**config.mk**
```make
export PLATFORM = sky130hd
export DESIGN_NAME = dbgmb_top
export DESIGN_NICKNAME = d
export VERILOG_FILES = /design/src/dbgmb_pkg.sv /design/src/dbgmb_top.sv
export SDC_FILE = /design/constraint.sdc
export NUM_CORES = 1
export LEC_CHECK = 0
export ABC_CLOCK_PERIOD_IN_PS = 1900
export BUFFER_PORTS_ARGS = -buffer_cell sky130_fd_sc_hd__buf_2
export CORE_MARGIN = 3
export CORE_UTILIZATION = 40
export CTS_BUF_LIST = sky130_fd_sc_hd__clkbuf_4
export DETAILED_ROUTE_END_ITERATION = 16
export GPL_TIMING_DRIVEN = 0
export PLACE_DENSITY_LB_ADDON = 0.3
export RECOVER_POWER = 50
export SYNTH_ARGS = -nofsm -noshare
export SYNTH_HDL_FRONTEND = slang
export SYNTH_SLANG_ARGS = --single-unit
```
**constraint.sdc**
```tcl
create_clock -name clock -period 1.9 [get_ports clock]
set_input_delay 0.095 -clock clock [delete_from_list [all_inputs] [get_ports clock]]
set_output_delay 0.095 -clock clock [all_outputs]
set_load 0.02 [all_outputs]
```
**src/dbgmb_pkg.sv**
```systemverilog
package dbgmb_pkg;
  // ==========================================================
  // bus geometry
  localparam int ADDR_W = 8;
  localparam int DATA_W = 32;
  localparam int NVM_AW = 12;
  localparam int NVM_DW = 16;

  // ==========================================================
  // register offsets
  localparam logic [7:0] OFF_MBOX = 8'h00;
  localparam logic [7:0] OFF_CTRL = 8'h04;
  localparam logic [7:0] OFF_STAT = 8'h08;
  localparam logic [7:0] OFF_INT_STAT = 8'h0C;
  localparam logic [7:0] OFF_INT_CLR = 8'h10;
  localparam logic [7:0] OFF_INT_EN = 8'h14;
  localparam logic [7:0] OFF_NVM = 8'h18;

  // ==========================================================
  // field positions
  localparam int MB_DIRTY_BIT = 7;
  localparam int CTRL_TPD_BIT = 0;
  localparam int FUSE_DBG_BIT = 0;
  localparam int FUSE_TAP_BIT = 1;
  localparam int EV_W = 3;
  localparam int EV_TAKEN = 0;
  localparam int EV_REFUSED = 1;
  localparam int EV_ERASED = 2;

  // ==========================================================
  // reset values
  localparam logic [7:0] MBOX_RST = 8'h00;
  localparam logic [7:0] IO_RST = 8'h00;
  localparam logic [7:0] FUSE_RST = 8'h00;
  localparam logic [1:0] LOCK_RST = 2'h0;
  localparam logic [EV_W-1:0] INT_RST = 3'h0;

  // ==========================================================
  // test port instructions and programming operations
  localparam logic [3:0] IR_PROG = 4'h4;
  localparam logic [3:0] IR_MBOX = 4'h8;
  localparam logic [3:0] IR_DBGCTL = 4'h9;
  localparam logic [3:0] IR_BYPASS = 4'hF;
  localparam logic [3:0] IR_CAPTURE = 4'h1;
  localparam logic [3:0] OP_FLASH_WR = 4'h1;
  localparam logic [3:0] OP_FLASH_RD = 4'h2;
  localparam logic [3:0] OP_EE_WR = 4'h3;
  localparam logic [3:0] OP_EE_RD = 4'h4;
  localparam logic [3:0] OP_FUSE_WR = 4'h5;
  localparam logic [3:0] OP_FUSE_RD = 4'h6;
  localparam logic [3:0] OP_LOCK_WR = 4'h7;
  localparam logic [3:0] OP_LOCK_RD = 4'h8;
  localparam logic [3:0] OP_ERASE = 4'h9;
  localparam logic [1:0] SEL_FLASH = 2'h0;
  localparam logic [1:0] SEL_EE = 2'h1;

  typedef enum logic [3:0] {
    S_TLR, S_RTI, S_SEL_DR, S_CAP_DR, S_SH_DR, S_EX1_DR, S_PA_DR, S_EX2_DR,
    S_UPD_DR, S_SEL_IR, S_CAP_IR, S_SH_IR, S_EX1_IR, S_PA_IR, S_EX2_IR, S_UPD_IR
  } dbgmb_tap_t;
endpackage

```
**src/dbgmb_top.sv**
```systemverilog
// Implementation choices: the register offsets and the APB slave port.
`timescale 1ns/1ps
// Summary of operation
// cpu write stores mailbox byte
// cpu write sets dirty flag
// read gives seven data bits, dirty top
// debugger clears dirty after taking byte
// mailbox reachable only when debug gated on
// test port needs fuse, disable bit clear
// locks block debug fuse until erase
// flash, eeprom, fuses, locks via test port
// debug works only with fuse, no locks
// reset clears mailbox byte and flag
module dbgmb_top (
  input wire logic clock,
  input wire logic rst,
  input wire logic psel,
  input wire logic penable,
  input wire logic pwrite,
  input wire logic [dbgmb_pkg::ADDR_W-1:0] paddr,
  input wire logic [dbgmb_pkg::DATA_W-1:0] pwdata,
  output logic [dbgmb_pkg::DATA_W-1:0] prdata,
  output logic pready,
  output logic pslverr,
  input wire logic tck,
  input wire logic tms,
  input wire logic tdi,
  output logic tdo,
  output logic tdo_en_n,
  input wire logic [7:0] fuse_init,
  input wire logic [1:0] lock_init,
  output logic [7:0] io_reg,
  output logic irq,
  output logic tap_enable,
  output logic ocd_active,
  output logic nvm_req,
  output logic [1:0] nvm_sel,
  output logic nvm_we,
  output logic nvm_erase,
  output logic [dbgmb_pkg::NVM_AW-1:0] nvm_addr,
  output logic [dbgmb_pkg::NVM_DW-1:0] nvm_wdata,
  input wire logic nvm_done,
  input wire logic [dbgmb_pkg::NVM_DW-1:0] nvm_rdata
);
  import dbgmb_pkg::*;

  // ==========================================================
  // link pin synchronisers
  logic [2:0] sync1;
  logic [2:0] sync2;
  logic tck_prev;
  logic tck_rise;
  logic tck_fall;
  logic tms_s;
  logic tdi_s;

  // two stages, then edge detect on the second
  always_ff @(posedge clock) begin
    if (rst) begin
      sync1 <= 3'h0;
      sync2 <= 3'h0;
      tck_prev <= 1'b0;
    end else begin
      sync1 <= {tck, tms, tdi};
      sync2 <= sync1;
      tck_prev <= sync2[2];
    end
  end

  assign tck_rise = sync2[2] & ~tck_prev;
  assign tck_fall = ~sync2[2] & tck_prev;
  assign tms_s = sync2[1];
  assign tdi_s = sync2[0];

  // ==========================================================
  // test access port controller
  dbgmb_tap_t state, next_state;
  logic [3:0] ir, next_ir;
  logic [3:0] ir_sh, next_ir_sh;
  logic [31:0] dr, next_dr;
  logic next_tdo;
  logic next_tdo_en_n;
  logic dbg_en, next_dbg_en;
  logic clr_dirty;
  logic prog_go;
  logic dirty;
  logic [7:0] mbox;
  logic [NVM_DW-1:0] result;
  logic ocd_en;

  function automatic dbgmb_tap_t tap_step(input dbgmb_tap_t s, input logic m);
    case (s)
      S_TLR: tap_step = m ? S_TLR : S_RTI;
      S_RTI: tap_step = m ? S_SEL_DR : S_RTI;
      S_SEL_DR: tap_step = m ? S_SEL_IR : S_CAP_DR;
      S_CAP_DR: tap_step = m ? S_EX1_DR : S_SH_DR;
      S_SH_DR: tap_step = m ? S_EX1_DR : S_SH_DR;
      S_EX1_DR: tap_step = m ? S_UPD_DR : S_PA_DR;
      S_PA_DR: tap_step = m ? S_EX2_DR : S_PA_DR;
      S_EX2_DR: tap_step = m ? S_UPD_DR : S_SH_DR;
      S_UPD_DR: tap_step = m ? S_SEL_DR : S_RTI;
      S_SEL_IR: tap_step = m ? S_TLR : S_CAP_IR;
      S_CAP_IR: tap_step = m ? S_EX1_IR : S_SH_IR;
      S_SH_IR: tap_step = m ? S_EX1_IR : S_SH_IR;
      S_EX1_IR: tap_step = m ? S_UPD_IR : S_PA_IR;
      S_PA_IR: tap_step = m ? S_EX2_IR : S_PA_IR;
      S_EX2_IR: tap_step = m ? S_UPD_IR : S_SH_IR;
      S_UPD_IR: tap_step = m ? S_SEL_DR : S_RTI;
      default: tap_step = S_TLR;
    endcase
  endfunction

  // step on link rising edges, drive data out on falling edges
  always_comb begin
    next_state = state;
    next_ir = ir;
    next_ir_sh = ir_sh;
    next_dr = dr;
    next_tdo = tdo;
    next_tdo_en_n = tdo_en_n;
    next_dbg_en = dbg_en & ocd_en;
    clr_dirty = 1'b0;
    prog_go = 1'b0;
    if (!tap_enable) begin
      // port held in reset while gated off
      next_state = S_TLR;
      next_ir = IR_BYPASS;
      next_tdo_en_n = 1'b1;
    end else if (tck_rise) begin
      next_state = tap_step(state, tms_s);
      case (state)
        S_CAP_DR: begin
          case (ir)
            IR_MBOX: next_dr = {24'h000000, dirty, mbox[6:0]};
            IR_PROG: next_dr = {dr[31:16], result};
            IR_DBGCTL: next_dr = {31'h00000000, dbg_en};
            default: next_dr = 32'h00000000;
          endcase
        end
        S_SH_DR: begin
          case (ir)
            IR_MBOX: next_dr = {24'h000000, tdi_s, dr[7:1]};
            IR_PROG: next_dr = {tdi_s, dr[31:1]};
            default: next_dr = {31'h00000000, tdi_s};
          endcase
        end
        S_UPD_DR: begin
          case (ir)
            IR_MBOX: clr_dirty = 1'b1;
            IR_DBGCTL: next_dbg_en = dr[0] & ocd_en;
            IR_PROG: prog_go = 1'b1;
            default: ;
          endcase
        end
        S_CAP_IR: next_ir_sh = IR_CAPTURE;
        S_SH_IR: next_ir_sh = {tdi_s, ir_sh[3:1]};
        S_UPD_IR: next_ir = ir_sh;
        default: ;
      endcase
      if (next_state == S_TLR) begin
        next_ir = IR_BYPASS;
      end
    end else if (tck_fall) begin
      next_tdo = (state == S_SH_IR) ? ir_sh[0] : dr[0];
      next_tdo_en_n = !(state == S_SH_IR || state == S_SH_DR);
    end
  end

  // test port state registers
  always_ff @(posedge clock) begin
    if (rst) begin
      state <= S_TLR;
      ir <= IR_BYPASS;
      ir_sh <= 4'h0;
      dr <= 32'h00000000;
      tdo <= 1'b0;
      tdo_en_n <= 1'b1;
      dbg_en <= 1'b0;
    end else begin
      state <= next_state;
      ir <= next_ir;
      ir_sh <= next_ir_sh;
      dr <= next_dr;
      tdo <= next_tdo;
      tdo_en_n <= next_tdo_en_n;
      dbg_en <= next_dbg_en;
    end
  end

  // ==========================================================
  // registers, programming and interrupts
  logic [7:0] next_mbox;
  logic next_dirty;
  logic [7:0] next_io_reg;
  logic tpd, next_tpd;
  logic [EV_W-1:0] int_stat, next_int_stat;
  logic [EV_W-1:0] int_en, next_int_en;
  logic [EV_W-1:0] int_clr;
  logic [EV_W-1:0] ev;
  logic [7:0] fuse, next_fuse;
  logic [1:0] lock, next_lock;
  logic loaded, next_loaded;
  logic [NVM_DW-1:0] next_result;
  logic [DATA_W-1:0] next_prdata;
  logic next_pready;
  logic next_pslverr;
  logic next_nvm_req;
  logic [1:0] next_nvm_sel;
  logic next_nvm_we;
  logic next_nvm_erase;
  logic [NVM_AW-1:0] next_nvm_addr;
  logic [NVM_DW-1:0] next_nvm_wdata;
  logic access;
  logic mbox_sel;
  logic mbox_wr;
  logic [3:0] op;
  logic [7:0] nf;

  assign ocd_en = fuse[FUSE_DBG_BIT] & ~|lock;
  assign mbox_sel = ocd_en & dbg_en;
  assign access = psel & penable & ~pready;
  assign mbox_wr = access & pwrite & (paddr == OFF_MBOX) & mbox_sel;
  assign op = dr[31:28];

  // bus decode, debugger requests, event collection
  always_comb begin
    next_mbox = mbox;
    next_dirty = dirty;
    next_io_reg = io_reg;
    next_tpd = tpd;
    next_int_en = int_en;
    next_fuse = fuse;
    next_lock = lock;
    next_loaded = 1'b1;
    next_result = result;
    next_prdata = prdata;
    next_pready = 1'b0;
    next_pslverr = 1'b0;
    next_nvm_req = 1'b0;
    next_nvm_sel = nvm_sel;
    next_nvm_we = nvm_we;
    next_nvm_erase = 1'b0;
    next_nvm_addr = nvm_addr;
    next_nvm_wdata = nvm_wdata;
    int_clr = '0;
    ev = '0;
    nf = dr[7:0];
    // fuses and locks picked up once after reset
    if (!loaded) begin
      next_fuse = fuse_init;
      next_lock = lock_init;
    end
    // debugger takes the byte; a same-cycle cpu write keeps it set
    if (clr_dirty && dirty) begin
      next_dirty = 1'b0;
      ev[EV_TAKEN] = 1'b1;
    end
    // apb access, answered one cycle after the access phase opens
    if (access) begin
      next_pready = 1'b1;
      if (pwrite) begin
        case (paddr)
          OFF_MBOX: begin
            if (mbox_sel) begin
              next_mbox = pwdata[7:0];
              next_dirty = 1'b1;
            end else begin
              next_io_reg = pwdata[7:0];
            end
          end
          OFF_CTRL: next_tpd = pwdata[CTRL_TPD_BIT];
          OFF_INT_CLR: int_clr = pwdata[EV_W-1:0];
          OFF_INT_EN: next_int_en = pwdata[EV_W-1:0];
          OFF_STAT, OFF_INT_STAT, OFF_NVM: ;
          default: next_pslverr = 1'b1;
        endcase
      end else begin
        next_prdata = '0;
        case (paddr)
          OFF_MBOX: begin
            if (mbox_sel) begin
              next_prdata[7:0] = {dirty, mbox[6:0]};
            end else begin
              next_prdata[7:0] = io_reg;
            end
          end
          OFF_CTRL: next_prdata[CTRL_TPD_BIT] = tpd;
          OFF_STAT: next_prdata[3:0] = {|lock, mbox_sel, ocd_en, tap_enable};
          OFF_INT_STAT: next_prdata[EV_W-1:0] = int_stat;
          OFF_INT_EN: next_prdata[EV_W-1:0] = int_en;
          OFF_NVM: next_prdata[9:0] = {lock, fuse};
          OFF_INT_CLR: ;
          default: next_pslverr = 1'b1;
        endcase
      end
    end
    // programming commands from the test port
    if (prog_go) begin
      case (op)
        OP_FLASH_WR, OP_FLASH_RD, OP_EE_WR, OP_EE_RD: begin
          next_nvm_req = 1'b1;
          next_nvm_sel = (op == OP_EE_WR || op == OP_EE_RD) ? SEL_EE : SEL_FLASH;
          next_nvm_we = (op == OP_FLASH_WR || op == OP_EE_WR);
          next_nvm_addr = dr[27:16];
          next_nvm_wdata = dr[15:0];
        end
        OP_FUSE_WR: begin
          if (|lock && nf[FUSE_DBG_BIT] && !fuse[FUSE_DBG_BIT]) begin
            nf[FUSE_DBG_BIT] = 1'b0;
            ev[EV_REFUSED] = 1'b1;
          end
          next_fuse = nf;
        end
        OP_FUSE_RD: next_result = {8'h00, fuse};
        OP_LOCK_WR: next_lock = lock | dr[1:0];
        OP_LOCK_RD: next_result = {14'h0000, lock};
        OP_ERASE: begin
          next_lock = LOCK_RST;
          next_nvm_erase = 1'b1;
          ev[EV_ERASED] = 1'b1;
        end
        default: ;
      endcase
    end
    if (nvm_done) begin
      next_result = nvm_rdata;
    end
    // sticky events, set wins over clear
    next_int_stat = (int_stat & ~int_clr) | ev;
  end

  // register bank
  always_ff @(posedge clock) begin
    if (rst) begin
      mbox <= MBOX_RST;
      dirty <= 1'b0;
      io_reg <= IO_RST;
      tpd <= 1'b0;
      int_stat <= INT_RST;
      int_en <= INT_RST;
      fuse <= FUSE_RST;
      lock <= LOCK_RST;
      loaded <= 1'b0;
      result <= '0;
      prdata <= '0;
      pready <= 1'b0;
      pslverr <= 1'b0;
      irq <= 1'b0;
      tap_enable <= 1'b0;
      ocd_active <= 1'b0;
      nvm_req <= 1'b0;
      nvm_sel <= SEL_FLASH;
      nvm_we <= 1'b0;
      nvm_erase <= 1'b0;
      nvm_addr <= '0;
      nvm_wdata <= '0;
    end else begin
      mbox <= next_mbox;
      dirty <= next_dirty;
      io_reg <= next_io_reg;
      tpd <= next_tpd;
      int_stat <= next_int_stat;
      int_en <= next_int_en;
      fuse <= next_fuse;
      lock <= next_lock;
      loaded <= next_loaded;
      result <= next_result;
      prdata <= next_prdata;
      pready <= next_pready;
      pslverr <= next_pslverr;
      irq <= |(int_stat & int_en);
      tap_enable <= fuse[FUSE_TAP_BIT] & ~tpd;
      ocd_active <= ocd_en;
      nvm_req <= next_nvm_req;
      nvm_sel <= next_nvm_sel;
      nvm_we <= next_nvm_we;
      nvm_erase <= next_nvm_erase;
      nvm_addr <= next_nvm_addr;
      nvm_wdata <= next_nvm_wdata;
    end
  end
endmodule

```
== Word level (Yosys, flattened, before mapping) ==
Index checks and enable logic that the tools add are counted.

* Equality and inequality tests: 34
* Multiplexer cells: 68
* Bitwise logic cells: 23
* Reduce and logical (&&, ||, !) cells: 40

{| class="wikitable"
|+ Operators by type and width
! operator !! number
|-
| $pmux W32 S2 || 2
|-
| $pmux W32 S3 || 1
|-
| $eq A4 B4 Y1 const B || 12
|-
| $pmux W4 S12 || 1
|-
| $eq A4 B3 Y1 const B || 9
|-
| $mux W16 || 2
|-
| $mux W4 || 8
|-
| $mux W8 || 4
|-
| $pmux W16 S2 || 1
|-
| $mux W1 || 31
|-
| $eq A8 B5 Y1 const B || 3
|-
| $eq A4 B2 Y1 const B || 4
|-
| $eq A8 B4 Y1 const B || 2
|-
| $pmux W4 S2 || 2
|-
| $mux W3 || 5
|-
| $reduce_and A3 Y1 || 5
|-
| $mux W2 || 7
|-
| $reduce_and A4 Y1 || 3
|-
| $reduce_or A2 Y1 || 6
|-
| $not A1 Y1 || 10
|-
| $pmux W2 S5 || 1
|-
| $reduce_and A2 Y1 || 5
|-
| $and A1 B1 Y1 || 8
|-
| $eq A4 B1 Y1 const B || 2
|-
| 19 further kinds || 31
|}

* Register bits after elaboration: 152
* Input port bits: 75
* Output and inout port bits: 80
* Word-level logic and storage cells: 198

== Depth between registers and ports, before layout ==
* Word-level depth: 11
* Gate-level depth with buffers: 7
* Mapped depth without buffers: 4

== Worst setup path after synthesis ==
OpenSTA, ideal clock, no wires.

* Path kind: reg2reg
* Start point: register state[0]
* End point: register dr[15]
* Setup time: 0.132 ns
* Arrival: 1.647 ns
* Required time: 1.768 ns
* Path slack: 0.121 ns
* Stages on the path, launching flop included: 8
* Buffers on the path: 3
* Clock period less this slack: 1.779 ns
* Cells stage by stage: dfxtp_1 -> buf_6 -> or4b_1 -> buf_2 -> buf_6 -> mux2_1 -> nand3_1 -> a21oi_1

* Word-level cells in the longest chain between the ends: 3
* Elaborated cells on any way between the ends: 5
* Those cells by class: eq/ne (2); mux (1); reduce/logical (2)

{| class="wikitable"
|+ Ends and longest elaborated chain
! element !! RTL line !! RTL
|-
| start, declared || dbgmb_top.sv:77 || <nowiki>dbgmb_tap_t state, next_state;</nowiki>
|-
| start signal, assigned || dbgmb_top.sv:180 || <nowiki>state <= next_state;</nowiki>
|-
| $eq A4 B3 Y1 or $eq A4 B2 Y1 (tied branches) || dbgmb_top.sv:131 || <nowiki>case (state)</nowiki>
|-
| $reduce_bool A2 Y1 (no source line) || -- ||
|-
| $reduce_and A3 Y1 (no source line) || -- ||
|-
| end signal, assigned || dbgmb_top.sv:183 || <nowiki>dr <= next_dr;</nowiki>
|-
| end, declared || dbgmb_top.sv:80 || <nowiki>logic [31:0] dr, next_dr;</nowiki>
|}

Several ways; a longest one is shown, not always the timed one.
A chain may end at the register's enable or synchronous reset.

== Final worst setup path ==
* Start point: register state[2]
* End point: register nvm_wdata[15] in the netlist's numbering

* Word-level cells in the longest chain between the ends: 5

{| class="wikitable"
|+ Ends and longest elaborated chain
! element !! RTL line !! RTL
|-
| $eq A4 B4 Y1 || dbgmb_top.sv:131 ||
|-
| $mux W1 || dbgmb_top.sv:131 ||
|-
| $mux W1 || dbgmb_top.sv:129 || <nowiki>end else if (tck_rise) begin</nowiki>
|-
| $mux W1 || dbgmb_top.sv:124 || <nowiki>if (!tap_enable) begin</nowiki>
|-
| $reduce_and A2 Y1 (no source line) || -- ||
|-
| end signal, assigned || dbgmb_top.sv:379 || <nowiki>nvm_wdata <= next_nvm_wdata;</nowiki>
|-
| end, declared || dbgmb_top.sv:41 || <nowiki>output logic [dbgmb_pkg::NVM_DW-1:0] nvm_wdata,</nowiki>
|}

No other way between the ends.

==> flow_metrics.py <==
metrics = {
    "outcome": {
        "status": "complete, but fails checks",
        "violations": "setup timing",
    },
    "global_route": {
        "overflow": 0,
        "grt_use_met2_pct": 35.45,
        "busiest_layer": "met2",
        "grt.total_usage_pct": 21.75,
        "grt_max_degree": 17,
        "use_met3_pct": 3.427,
        "antenna_found_initial": 1,
        "grt_first_pass_wirelength_mm": 35.11,
        "grt_pass1_vias": 6719,
        "met1_usage_pct": 29.33,
    },
    "route": {
        "wl_per_cell_um": 17.67,
        "drt-total-wl_mm": 23.20,
        "antenna_left": 0,
        "vias": 7341,
        "firstDrtPassIters": 6,
        "viasPerCell": 5.591,
        "drcViolationCount": 0,
        "drt_iter0_drc": 507,
    },
    "setup_path": {
        "crit_top_cell": "buf_6",
        "path_class": "register to register",
        "cpMaxStageDelayCell": "or4b_4",
        "critPathLaunchType": "register",
        "cp.arrival_ps": 2480,
        "path_cells": "buf_6 -> or4b_4 -> nor3_4 -> buf_6 -> clkbuf_16 -> nand3_2 -> a21oi_2",
        "r2r_start": "state[2]$_SDFFE_PP0P_",
        "critPathBufInv": 3,
        "startpoint": "state[2]$_SDFFE_PP0P_",
        "critPathRequiredTime_ps": 2400,
        "path_max_fanout": 7,
        "end_kind": "register",
        "critical_path.top_delay_family": "simple AND/OR/NAND/NOR gates",
        "max_stage_delay_ps": 570,
    },
    "yosys": {
        "synthArstFlopShare_pct": 0,
        "synth_flop_cell": "dfxtp_1",
        "synth_most_common_cell": "dfxtp_1",
        "netlist_area_um2": 7395,
        "synth_edf_count": 0,
        "yosys_warnings": 0,
        "synth_top_cell_by_area": "dfxtp_1",
        "yosysSeqAreaShare_pct": 40.88,
        "synthCells": 863,
        "yosysUniqueCellTypes": 74,
        "synth_common_cells": "dfxtp_1 (151), nand2_1 (85), a21oi_1 (69)",
        "yosysTopAreaCellShare_pct": 40.88,
        "syn_area_per_cell_um2": 8.568,
        "synth_seq_cells": 151,
        "synth_top_cells_by_area": "dfxtp_1 (41%), a21oi_1 (4.7%), mux2i_1 (4.3%), nand2_1 (4.3%), o21ai_0 (3.7%)",
    },
    "floorplan": {
        "die_y_um": 142.0,
        "coreArea_um2": 18090,
        "initial_core_util_pct": 40.89,
        "dieArea_um2": 20150,
        "pin_count": 155,
        "placementRows": 49,
        "die_x_um": 142.0,
    },
    "power_and_ir_drop": {
        "p_per_area_nw_per_um2": 577.2,
        "power_mw": 5.633,
        "total_leakage_power_nw": 3.432,
        "ir_drop_mv": 0.2951,
    },
    "timing": {
        "setup_ws_ps": -76.94,
        "worst_slew_pin_slew_ps": 820.1,
        "min_period_ps": 1977,
        "fin_crit_sh_pct": 104.0,
        "rsz0062_at_grt": "yes",
        "finalHoldViolCount": 0,
        "finalClockSkew_ps": 22.19,
        "hold-worst-slack_ps": 87.27,
        "fmax_mhz": 505.8,
        "slew-limit-headroom_pct": 45.32,
        "report.final.slew_viol_count": 0,
        "finalSetupViolCount": 31,
    },
    "placement": {
        "dp_slack_ps": -373.1,
        "gp_congestion": 0.9377,
        "place_area_um2": 8284,
        "dp_hpwl_mm": 16.00,
        "port-buffer-count": 104,
    },
    "clock_tree": {
        "cts_sinks": 151,
        "clkLatencyLatePin_ps": 590,
        "cts_tree": "yes",
        "htree_levels": 4,
        "root_buffer": "clkbuf_4",
        "cts.clk_slew.worst_paths_ps": 140,
        "cts.path.max_buffers": 2,
        "cts-buffers-inserted": 17,
    },
    "finish": {
        "syn_to_final_growth_pct": 31.96,
        "nNetsFinal": 1144,
        "drive_above_1_share_pct": 25.79,
        "stdcell_area_um2": 9758,
        "largest-register": "dr",
        "final_core_util_pct": 53.95,
        "largestRegisters": "dr (32), nvm_wdata (16), result (16)",
        "largest_reg_flops": 32,
    },
    "worst_hold_path": {
        "worstHoldPathType": "input port to register",
        "hold_path.startpoint": "penable",
    },
    "run": {
        "cap_violations": 0,
    },
}
final timing paths:
kind                                              endpoint  slack (ps)  depth (start not counted)
worst max-delay path            nvm_wdata[15]$_SDFFE_PP0P_         -80                          7
worst min-delay path                prdata[0]$_SDFFE_PP0P_          90                          5
worst min register to register       tap_enable$_SDFF_PP0_         450                          1
worst max register to register  nvm_wdata[15]$_SDFFE_PP0P_         -80                          7
final cells by class:
type                            count  area, um2
Fill cell                        1678       8328
Multi-Input combinational cell    621       4402
Sequential cell                   151       3034
Timing Repair Buffer              167       1105
Buffer                             99      628.1
Tap cell                          229      286.5
Clock buffer                       18      135.1
Clock inverter                     14      117.6
Inverter                           12      45.04
Antenna cell                        2      5.005
cell usage in the layout, fill, tap and decap left out, types with 19 or more instances in the layout:
master and instances:
nand3b_1 27, mux2i_1 32, conb_1 23, o211ai_1 19
nand2_1 85, buf_4 43, clkbuf_1 94, clkbuf_4 23
a21oi_2 26, nor2b_1 22, dlygate4sd3_1 44, o21ai_0 47
nor2_1 45, buf_2 53, dfxtp_1 144, nand3_4 19
nand3_1 23, a21oi_1 44
where the power goes:
| group | switching, mW | total, mW | internal [mW] |
|---|---|---|---|
| logic | 0.296 | 0.520 | 0.224 |
| registers | 0.0382 | 3.25 | 3.21 |
| clock network | 1.30 | 1.86 | 0.564 |
per-layer routing:
metal / up-vias / wire length, um
li1: 3520 / -
met1: 3499 / 10080
met2: 282 / 11000
met3: 40 / 1496
met4: 0 / 614
met5: - / 0
repair_timing:
item,in CTS,in global routing
hold buffers,44,0
gates cloned,0,3
resized for setup,29,153
buffers inserted,5,11
pin swaps,2,37
hold endpoints to repair,63,0
endpoints found under the setup margin,81,110
cells by family (layout without fill, tap and decap cells):
| logic type | Yosys count | after routing | share of synthesized area [%] |
|---|---|---|---|
| compound gates | 229 | 229 | 19.51 |
| xor+xnor | 2 | 2 | 0.2369 |
| buf+inv | 113 | 310 | 7.969 |
| flops | 151 | 151 | 40.88 |
| mux | 50 | 50 | 7.073 |
| other cells | 1 | 25 | 0.05071 |
| simple gates | 317 | 317 | 24.28 |
worst register-to-register path: stages (launching register included):
cell	delay, ps
dfxtp_2	370
buf_6	120
or4b_4	570
nor3_4	230
buf_6	210
clkbuf_16	180
nand3_2	90
a21oi_2	130
per-stage QoR:
stage                     instances  TNS (ps)
final                          1313     -1145
after global routing           1313     -3173
after CTS                      1299    -241.5
after detailed placement       1218    -15480
after global placement         1218    -12670
after floorplan                 885         0
Power figures use the tool's default switching activity.
